File: src/hdl/hcrb_cfg.svh
/*
  Offsets, field positions, reset values and delay counts of the
  host control register bank.
  Assumes inclusion by bare name from the design files.
*/
`ifndef HCRB_CFG_SVH
`define HCRB_CFG_SVH

`define HCRB_OFF_IRQ_ROUTE        8'h90
`define HCRB_OFF_CPU_RESET        8'h94
`define HCRB_OFF_REVISION         8'h98
`define HCRB_OFF_NVM_DATA         8'h9C
`define HCRB_OFF_DMA1_SRC         8'hA0
`define HCRB_OFF_DMA2_SRC         8'hA4
`define HCRB_OFF_DMA1_DST         8'hA8
`define HCRB_OFF_DMA2_DST         8'hAC

`define HCRB_IRQ_ROUTE_RESET      32'h00004000
`define HCRB_PTR_RESET            32'h00000000
`define HCRB_REVISION_CODE        32'h0000A5A5 // Arbitrary code

// Writable routing fields; reserved bits hold their value
`define HCRB_IRQ_RW_MASK          32'h2C307FFF
`define HCRB_BIT_PCI_DMA_A        12
`define HCRB_LINE0_LSB            0
`define HCRB_LINE1_LSB            4
`define HCRB_LINE2_LSB            8

`define HCRB_BIT_COLD             0
`define HCRB_BIT_WARM             1
`define HCRB_BIT_DISABLE          2
`define HCRB_LED_LSB              8
`define HCRB_BIT_CTX_INIT         14
`define HCRB_BIT_RAM_INIT         15
`define HCRB_WIN_LSB              16

`define HCRB_WARM_DELAY_CYC       17'd16384
`define HCRB_COLD_DELAY_CYC       17'd65536
`define HCRB_DEST_STEP            32'h00000010

`endif

File: src/hdl/hcrb_pkg.sv
/*
  Types shared by the host control register bank.
  Assumes nothing from the constants header; its one-hot state codes are written here.
*/
package hcrb_pkg;
  typedef enum logic [2:0] {
    HCRB_RST_HELD = 3'b001,
    HCRB_RST_WAIT = 3'b010,
    HCRB_RST_FREE = 3'b100
  } hcrb_rst_state_t;
endpackage

File: src/hdl/hcrb_reset_delay.sv
/*
  One delayed-release reset output with abort on re-assertion.
  Assumes hold and release requests are synchronous to mclk.
*/
`timescale 1ns/100ps
`include "hcrb_cfg.svh"

module hcrb_reset_delay (
  input  wire logic        mclk,
  input  wire logic        rst_n,
  input  wire logic        hold,
  input  wire logic        start,
  input  wire logic [16:0] delay,
  output logic             reset_out_n,
  output logic             releasing
);
  hcrb_pkg::hcrb_rst_state_t state_reg;
  hcrb_pkg::hcrb_rst_state_t state_next;
  logic [16:0]               cnt_reg;
  logic [16:0]               cnt_next;
  wire                       cnt_done;

  assign cnt_done = (cnt_reg == 17'd1);

  always_comb
  begin
    state_next = state_reg;
    cnt_next   = cnt_reg;
    case (state_reg)
      hcrb_pkg::HCRB_RST_HELD:
      begin
        if (start && !hold)
        begin
          state_next = hcrb_pkg::HCRB_RST_WAIT;
          cnt_next   = delay;
        end
      end
      hcrb_pkg::HCRB_RST_WAIT:
      begin
        if (hold)
          state_next = hcrb_pkg::HCRB_RST_HELD;
        else if (start)
          cnt_next = delay;
        else if (cnt_done)
          state_next = hcrb_pkg::HCRB_RST_FREE;
        else
          cnt_next = cnt_reg - 17'd1;
      end
      hcrb_pkg::HCRB_RST_FREE:
      begin
        // A repeated one while released leaves the output high
        if (hold)
          state_next = hcrb_pkg::HCRB_RST_HELD;
      end
      default:
        state_next = hcrb_pkg::HCRB_RST_HELD;
    endcase
  end

  always_ff @(posedge mclk or negedge rst_n)
  begin
    if (!rst_n)
    begin
      state_reg   <= hcrb_pkg::HCRB_RST_HELD;
      cnt_reg     <= 17'd0;
      reset_out_n <= 1'b0;
      releasing   <= 1'b0;
    end
    else
    begin
      state_reg   <= state_next;
      cnt_reg     <= cnt_next;
      reset_out_n <= (state_next == hcrb_pkg::HCRB_RST_FREE);
      releasing   <= (state_next == hcrb_pkg::HCRB_RST_WAIT);
    end
  end
endmodule // hcrb_reset_delay

File: src/hdl/hcrb_top.sv
/*
  Host control register bank: interrupt routing, embedded CPU reset
  sequencing, indicator pins, revision, EEPROM user data, DMA list
  pointers.
  Assumes a simple synchronous host register port on mclk, inputs from
  other mclk logic except the interrupt sources, treated as pins.
*/
`timescale 1ns/100ps
`include "hcrb_cfg.svh"

module hcrb_top (
  input  wire logic        mclk,
  input  wire logic        rst_n,
  input  wire logic        host_wr,
  input  wire logic        host_rd,
  input  wire logic [7:0]  host_addr,
  input  wire logic [31:0] host_wdata,
  output logic [31:0]      host_rdata,
  input  wire logic        protected_mode,
  input  wire logic        irq_engine,
  input  wire logic        irq_dma_pair_a,
  input  wire logic        irq_dma_pair_b,
  input  wire logic        irq_soft,
  input  wire logic        nvm_load,
  input  wire logic [15:0] nvm_word_25,
  input  wire logic [15:0] nvm_word_26,
  input  wire logic [15:0] sdram_window_size,
  input  wire logic        shared_ram_init_done,
  input  wire logic        context_ram_init_done,
  input  wire logic        cpu_bus_busy,
  input  wire logic        dma1_dest_advance,
  input  wire logic        dma2_dest_advance,
  input  wire logic        dma1_src_load,
  input  wire logic        dma2_src_load,
  input  wire logic [31:0] dma_src_load_value,
  output logic             cpu_irq_line0,
  output logic             cpu_irq_line1,
  output logic             cpu_irq_line2,
  output logic             pci_irq_dma_pair_a,
  output logic [2:0]       led_n,
  output logic             cpu_interface_disable,
  output logic             cpu_warm_reset_n,
  output logic             cpu_cold_reset_n,
  output logic [31:0]      dma1_source_list_ptr,
  output logic [31:0]      dma2_source_list_ptr,
  output logic [31:0]      dma1_dest_list_ptr,
  output logic [31:0]      dma2_dest_list_ptr
);
  logic [31:0] irq_route_config_reg;
  logic [2:0]  led_reg;
  logic        disable_req_reg;
  logic        warm_bit_reg;
  logic        cold_bit_reg;
  logic [1:0]  unlock_seen_reg;
  logic        route_unlocked_reg;
  logic [31:0] nvm_user_data_reg;
  logic [3:0]  irq_meta_reg;
  logic [3:0]  irq_sync_reg;
  logic        cold_wait_reg;
  logic        cold_release_seen_reg;
  logic        cold_n;
  logic        cold_releasing;
  logic        warm_n;

  wire [3:0]  irq_src;
  wire        wr_route;
  wire        wr_reset;
  wire        wr_d1s;
  wire        wr_d2s;
  wire        wr_d1d;
  wire        wr_d2d;
  wire        wr_warm0;
  wire        wr_warm1;
  wire        wr_cold0;
  wire        wr_cold1;
  wire        cold_rise;
  wire        cold_done;
  wire        warm_hold;
  wire        warm_start;
  wire        lock_open;
  wire [31:0] reset_read;
  wire [31:0] rdata_next;
  wire [31:0] route_next;
  wire        line0_next;
  wire        line1_next;
  wire        line2_next;

  // Interrupt sources: bit 3 engine, 2 pair b, 1 pair a, 0 soft
  assign irq_src = irq_sync_reg;

  // Write decode; protected mode closes the guarded offsets
  assign wr_route = host_wr && host_addr == `HCRB_OFF_IRQ_ROUTE
                    && route_unlocked_reg && !protected_mode;
  assign wr_reset = host_wr && host_addr == `HCRB_OFF_CPU_RESET;
  assign wr_d1s   = host_wr && host_addr == `HCRB_OFF_DMA1_SRC;
  assign wr_d2s   = host_wr && host_addr == `HCRB_OFF_DMA2_SRC
                    && !protected_mode;
  assign wr_d1d   = host_wr && host_addr == `HCRB_OFF_DMA1_DST
                    && !protected_mode;
  assign wr_d2d   = host_wr && host_addr == `HCRB_OFF_DMA2_DST
                    && !protected_mode;

  assign wr_warm0 = wr_reset && !host_wdata[`HCRB_BIT_WARM];
  assign wr_warm1 = wr_reset && host_wdata[`HCRB_BIT_WARM];
  assign wr_cold0 = wr_reset && !host_wdata[`HCRB_BIT_COLD];
  assign wr_cold1 = wr_reset && host_wdata[`HCRB_BIT_COLD];
  assign cold_rise = wr_cold1 && !cold_bit_reg;
  assign lock_open = unlock_seen_reg[0] && unlock_seen_reg[1];

  // Warm reset stays held while the cold delay runs; the hold drops in
  // the cycle the cold release is seen, so the warm delay starts then
  assign cold_done  = cold_wait_reg && cold_n && cold_release_seen_reg;
  assign warm_hold  = wr_warm0 || (cold_wait_reg && !cold_done) || cold_rise
                      || (wr_cold0 && cold_wait_reg);
  assign warm_start = (wr_warm1 && !cold_wait_reg && !cold_rise)
                      || (cold_done && warm_bit_reg);

  assign route_next = (irq_route_config_reg & ~`HCRB_IRQ_RW_MASK)
                      | (host_wdata & `HCRB_IRQ_RW_MASK);

  // One routing term per source and interrupt line
  genvar gi;
  wire [3:0] hit0;
  wire [3:0] hit1;
  wire [3:0] hit2;
  generate
    for (gi = 0; gi < 4; gi = gi + 1)
    begin : g_route
      assign hit0[gi] = irq_src[gi]
        & irq_route_config_reg[`HCRB_LINE0_LSB + gi];
      assign hit1[gi] = irq_src[gi]
        & irq_route_config_reg[`HCRB_LINE1_LSB + gi];
      assign hit2[gi] = irq_src[gi]
        & irq_route_config_reg[`HCRB_LINE2_LSB + gi];
    end
  endgenerate
  assign line0_next = |hit0;
  assign line1_next = |hit1;
  assign line2_next = |hit2;

  assign reset_read = {sdram_window_size,
                       shared_ram_init_done,
                       context_ram_init_done,
                       3'h0, led_reg, 5'h00,
                       disable_req_reg, warm_bit_reg, cold_bit_reg};

  // Read mux; guarded offsets read zero in protected mode
  assign rdata_next =
    (host_addr == `HCRB_OFF_IRQ_ROUTE && !protected_mode)
      ? irq_route_config_reg :
    (host_addr == `HCRB_OFF_CPU_RESET) ? reset_read :
    (host_addr == `HCRB_OFF_REVISION) ? `HCRB_REVISION_CODE :
    (host_addr == `HCRB_OFF_NVM_DATA && !protected_mode)
      ? nvm_user_data_reg :
    (host_addr == `HCRB_OFF_DMA1_SRC) ? dma1_source_list_ptr :
    (host_addr == `HCRB_OFF_DMA2_SRC && !protected_mode)
      ? dma2_source_list_ptr :
    (host_addr == `HCRB_OFF_DMA1_DST && !protected_mode)
      ? dma1_dest_list_ptr :
    (host_addr == `HCRB_OFF_DMA2_DST && !protected_mode)
      ? dma2_dest_list_ptr : 32'h00000000;

  // Each reset pin has its own delayed-release sequencer
  hcrb_reset_delay u_cold (
    .mclk        (mclk),
    .rst_n       (rst_n),
    .hold        (wr_cold0),
    .start       (wr_cold1),
    .delay       (`HCRB_COLD_DELAY_CYC),
    .reset_out_n (cold_n),
    .releasing   (cold_releasing)
  );

  hcrb_reset_delay u_warm (
    .mclk        (mclk),
    .rst_n       (rst_n),
    .hold        (warm_hold),
    .start       (warm_start),
    .delay       (`HCRB_WARM_DELAY_CYC),
    .reset_out_n (warm_n),
    .releasing   ()
  );

  // Two-stage synchronisers for the interrupt source pins
  always_ff @(posedge mclk or negedge rst_n)
  begin
    if (!rst_n)
    begin
      irq_meta_reg <= 4'h0;
      irq_sync_reg <= 4'h0;
    end
    else
    begin
      irq_meta_reg <= {irq_engine, irq_dma_pair_b, irq_dma_pair_a, irq_soft};
      irq_sync_reg <= irq_meta_reg;
    end
  end

  always_ff @(posedge mclk or negedge rst_n)
  begin
    if (!rst_n)
    begin
      irq_route_config_reg <= `HCRB_IRQ_ROUTE_RESET;
      unlock_seen_reg      <= 2'h0;
      route_unlocked_reg   <= 1'b0;
    end
    else
    begin
      if (wr_route)
        irq_route_config_reg <= route_next;
      // Unlock bits are sticky and need not arrive in one write
      if (wr_reset)
        unlock_seen_reg <= unlock_seen_reg | host_wdata[1:0];
      if (lock_open)
        route_unlocked_reg <= 1'b1;
    end
  end

  always_ff @(posedge mclk or negedge rst_n)
  begin
    if (!rst_n)
    begin
      led_reg               <= 3'h0;
      disable_req_reg       <= 1'b0;
      warm_bit_reg          <= 1'b0;
      cold_bit_reg          <= 1'b0;
      cold_wait_reg         <= 1'b0;
      cold_release_seen_reg <= 1'b0;
    end
    else
    begin
      if (wr_reset)
      begin
        led_reg         <= host_wdata[`HCRB_LED_LSB +: 3];
        disable_req_reg <= host_wdata[`HCRB_BIT_DISABLE];
        warm_bit_reg    <= host_wdata[`HCRB_BIT_WARM];
        cold_bit_reg    <= host_wdata[`HCRB_BIT_COLD];
      end
      if (cold_rise)
        cold_wait_reg <= 1'b1;
      else if (wr_cold0 || cold_done)
        cold_wait_reg <= 1'b0;
      cold_release_seen_reg <= cold_releasing;
    end
  end

  // User data captured when the EEPROM loader presents its words
  always_ff @(posedge mclk or negedge rst_n)
  begin
    if (!rst_n)
      nvm_user_data_reg <= 32'h00000000;
    else if (nvm_load)
      nvm_user_data_reg <= {nvm_word_26, nvm_word_25};
  end

  // List pointers; the DMA side may reload or advance them
  always_ff @(posedge mclk or negedge rst_n)
  begin
    if (!rst_n)
    begin
      dma1_source_list_ptr <= `HCRB_PTR_RESET;
      dma2_source_list_ptr <= `HCRB_PTR_RESET;
      dma1_dest_list_ptr   <= `HCRB_PTR_RESET;
      dma2_dest_list_ptr   <= `HCRB_PTR_RESET;
    end
    else
    begin
      if (dma1_src_load)
        dma1_source_list_ptr <= dma_src_load_value;
      else if (wr_d1s)
        dma1_source_list_ptr <= host_wdata;
      if (dma2_src_load)
        dma2_source_list_ptr <= dma_src_load_value;
      else if (wr_d2s)
        dma2_source_list_ptr <= host_wdata;
      if (dma1_dest_advance)
        dma1_dest_list_ptr <= dma1_dest_list_ptr
                              + `HCRB_DEST_STEP;
      else if (wr_d1d)
        dma1_dest_list_ptr <= host_wdata;
      if (dma2_dest_advance)
        dma2_dest_list_ptr <= dma2_dest_list_ptr
                              + `HCRB_DEST_STEP;
      else if (wr_d2d)
        dma2_dest_list_ptr <= host_wdata;
    end
  end

  // Every top output except the four DMA list pointers leaves through this register stage
  always_ff @(posedge mclk or negedge rst_n)
  begin
    if (!rst_n)
    begin
      host_rdata            <= 32'h00000000;
      cpu_irq_line0         <= 1'b0;
      cpu_irq_line1         <= 1'b0;
      cpu_irq_line2         <= 1'b0;
      pci_irq_dma_pair_a    <= 1'b0;
      led_n                 <= 3'h7;
      cpu_interface_disable <= 1'b0;
      cpu_warm_reset_n      <= 1'b0;
      cpu_cold_reset_n      <= 1'b0;
    end
    else
    begin
      host_rdata    <= host_rd ? rdata_next : 32'h00000000;
      cpu_irq_line0 <= line0_next;
      cpu_irq_line1 <= line1_next;
      cpu_irq_line2 <= line2_next;
      pci_irq_dma_pair_a <= irq_src[1]
        & irq_route_config_reg[`HCRB_BIT_PCI_DMA_A];
      led_n <= ~led_reg;
      if (!disable_req_reg)
        cpu_interface_disable <= 1'b0;
      else if (!cpu_bus_busy)
        cpu_interface_disable <= 1'b1;
      cpu_warm_reset_n <= warm_n;
      cpu_cold_reset_n <= cold_n;
    end
  end
endmodule // hcrb_top

File: config.mk
export PLATFORM = sky130hd
export DESIGN_NAME = hcrb_top
export DESIGN_NICKNAME = d
export VERILOG_FILES = /design/src/hdl/hcrb_pkg.sv /design/src/hdl/hcrb_reset_delay.sv /design/src/hdl/hcrb_top.sv
export VERILOG_INCLUDE_DIRS = /design/src /design/src/hdl
export SDC_FILE = /design/constraint.sdc
export NUM_CORES = 1
export LEC_CHECK = 0
export BUFFER_PORTS_ARGS = -buffer_cell sky130_fd_sc_hd__buf_2
export CELL_PAD_IN_SITES_DETAIL_PLACEMENT = 0
export CELL_PAD_IN_SITES_GLOBAL_PLACEMENT = 1
export CORE_MARGIN = 1.5
export CORE_UTILIZATION = 42
export DETAILED_ROUTE_END_ITERATION = 12
export GPL_TIMING_DRIVEN = 1
export PLACE_DENSITY_LB_ADDON = 0.1
export SETUP_SLACK_MARGIN = 0.05
export SYNTH_ARGS = -nofsm -noshare
export SYNTH_HDL_FRONTEND = slang
export SYNTH_SLANG_ARGS = --single-unit
File: constraint.sdc
create_clock -name mclk -period 3.33 [get_ports mclk]
set_clock_uncertainty 0.05 [all_clocks]
set_input_delay 0.1665 -clock mclk [delete_from_list [all_inputs] [get_ports mclk]]
set_output_delay 0.1665 -clock mclk [all_outputs]
set_load 0.01 [all_outputs]
==> metrics.cfg <==
[clock_network]
worstSkewPairLatency_ps=520
clkTransAtPathRegs_ps=60
clockBufferDepth=3
cts_sinks=284
numCtsBuffers=34
cts_tree=yes
ctsHoldBuffers=124
h-tree-depth=2
cts_setup_buffers=0
ctsResizeCount=0
clockRootBuffer=clkbuf_16

[power]
pwr-share-comb=0.154
fin_total_pwr_mw=8.98
p_per_area_nw_per_um2=484
power_frac_clock=0.395
power_switching_mw=2.65
sw_frac_of_total=0.295
power_frac_seq=0.451
p_int_mw=6.33
leakagePower_nw=8.56
ir_drop_mv=0.286

[sta]
setup_viol=0
drv_slew=0
worstMarginPinSlew_ps=1150
hold_slack_ps=9.78
fin_ws_ps=713
finalCriticalPeriod_ps=2620
fmax_mhz=382
finalHoldViolCount=0
fin_crit_sh=0.786
rsz0062_at_grt=false
tns_ps=0
relSlewSlack=0.233

[placed_design]
placed_cell_area_um2=16300
hpwl_mm=39.1
io_buffers=306
gp_congestion=0.868
dp_slack_ps=618
placedCellCount=2145

[job]
max-cap-violations=0

[global_routing]
grt_pass1_vias=13500
grt-ovfl-total=0
grt_start_max_net_pins=113
grt_use_total=0.317
grt_pass1_wl_mm=83.7
antenna_found_initial=0

[synth]
ys.flop_type=dfrtp_1
synth_seq_area_share=0.504
netlist_area_um2=14100
synth_fa_ha_area_frac=0.00531
synth_compound_area_frac=0.190
synth_edf_count=0
synth-async-reset-ratio=1.00
synthMuxAreaShare=0.0904
synth_top_family_by_area=compound AO/OA/AOI/OAI gates
yosysWarningCount=0
ys_types=76
synth_xor_xnor_area_share=0.00682
syn_inst=1451
syn_nets=1594
avgSynthCellArea_um2=9.74
yosys_register_bits=284
synthSimpleGateAreaFrac=0.171

[worst_setup_path]
path_class=register to register
cp.required_ps=3670
end_kind=register
worstPathArrival_ps=2960
crit_path_start_kind=register
cp_max_fo=9

[floorplan]
io_pins=307
core_region_area_um2=32800
start_util=0.431
dieArea_um2=34700
rows=66
die_x_um=186
die_h_um=186

[detailed_routing]
drt_iter0_drc=1274
first_pass_iters=8
wirelength_mm=55.5
vias=13700
post-route-drc-count=0
drtAntennaViolNets=0
via_per_inst=5.89
avgRoutedWirePerCell_um=23.9

[layout]
multi_input_area_um2=6620
instances_no_fill=2328
fin_nets=2006
seq_area_um2=7110
area_growth_pct=31.4
drive_gt1_frac=0.261
fillers=2985
layout_commonest_cell=buf_2
final_cell_mix=buf_2, dfrtp_1, nand2_1
fin_area_um2=18600
fin_util=0.566
antenna_cells=0

[status]
status=completed

[worst_hold_path]
hp-class=input port to register

[kinds of logic (layout without fill, tap and decap cells)]
group | count (synthesis) | in the layout
AOI/OAI and AO/OA | 415 | 415
xor gates and xnor gates | 11 | 11
adders and majority gates | 6 | 6
buffers and inverters | 119 | 554
DFF | 284 | 284
muxes | 121 | 121
and+or+nand+nor | 495 | 495
[worst max-delay path: stages, from the launching register on]
cell	delay, ps
dfrtp_1	500
and4_1	340
nand4_1	310
or4_1	690
and3_1	230
or3_1	360
[cell usage after synthesis (11+ instances only)]
library cell / count / area (um2)
o211ai_1: 16 / 120
o31ai_1: 17 / 128
a211oi_1: 19 / 143
and3_1: 20 / 125
o22ai_1: 21 / 131
or3_1: 16 / 100
or2_2: 12 / 75.1
clkbuf_1: 83 / 312
nor2_1: 79 / 297
a21boi_0: 11 / 82.6
mux2_2: 53 / 597
inv_1: 21 / 78.8
nand2_1: 208 / 781
or4_1: 15 / 113
a22oi_1: 25 / 188
nand2b_1: 23 / 144
nand4_1: 18 / 113
mux2i_1: 68 / 681
nand3_1: 34 / 170
a21oi_1: 86 / 430
o21ai_0: 128 / 641
nor3_1: 23 / 115
nor4_1: 14 / 87.6
dfrtp_1: 278 / 6960
a221oi_1: 12 / 105
[power groups by stage]
stage	Combinational, mW	Sequential (mW)	Clock (mW)
finish	1.39	4.05	3.54
global placement	1.24	4.10	0
global route	1.51	4.08	3.73
floorplan	0.557	4.05	0
CTS	1.38	4.04	3.59
detailed placement	1.25	4.10	0
[area by class of cell]
| type | count | share of cell area |
|---|---|---|
| timing repair buffer | 474 | 0.170 |
| tap | 442 | 0.0298 |
| clock buffer | 50 | 0.0528 |
| inverter | 21 | 0.00425 |
| clock inverter | 9 | 0.00357 |
| sequential | 284 | 0.383 |
| multi-input combinational | 1048 | 0.357 |
[path summary, 6_finish.rpt]
| kind | from | to | slack, ps | depth (start not counted) |
|---|---|---|---|---|
| worst max-delay path | dma2_dest_list_ptr[13]$_DFFE_PN0P_ | dma2_dest_list_ptr[22]$_DFFE_PN0P_ | 710 | 5 |
| worst min-delay path | host_wdata[22] | dma1_source_list_ptr[22]$_DFFE_PN0P_ | 10 | 3 |
| worst max register to register | dma2_dest_list_ptr[13]$_DFFE_PN0P_ | dma2_dest_list_ptr[22]$_DFFE_PN0P_ | 710 | 5 |
| worst min register to register | irq_meta_reg[0]$_DFF_PN0_ | irq_src[0]$_DFF_PN0_ | 300 | 0 |
| max in group asynchronous | rst_n | led_n[1]$_DFF_PN1_ | 1990 | 3 |
| min in group asynchronous | rst_n | u_warm.cnt_reg[5]$_DFFE_PN0P_ | 250 | 2 |
[layer usage]
metal,GRT usage,wire (um),share of wire,up-vias
met5,0,0,0,-
li1,-,-,-,6180
met3,0.0673,4820,0.087,114
met2,0.496,24900,0.45,671
met1,0.432,23600,0.42,6741
met4,0.122,2250,0.040,0
No activity file was read; power rests on OpenSTA's default activity.
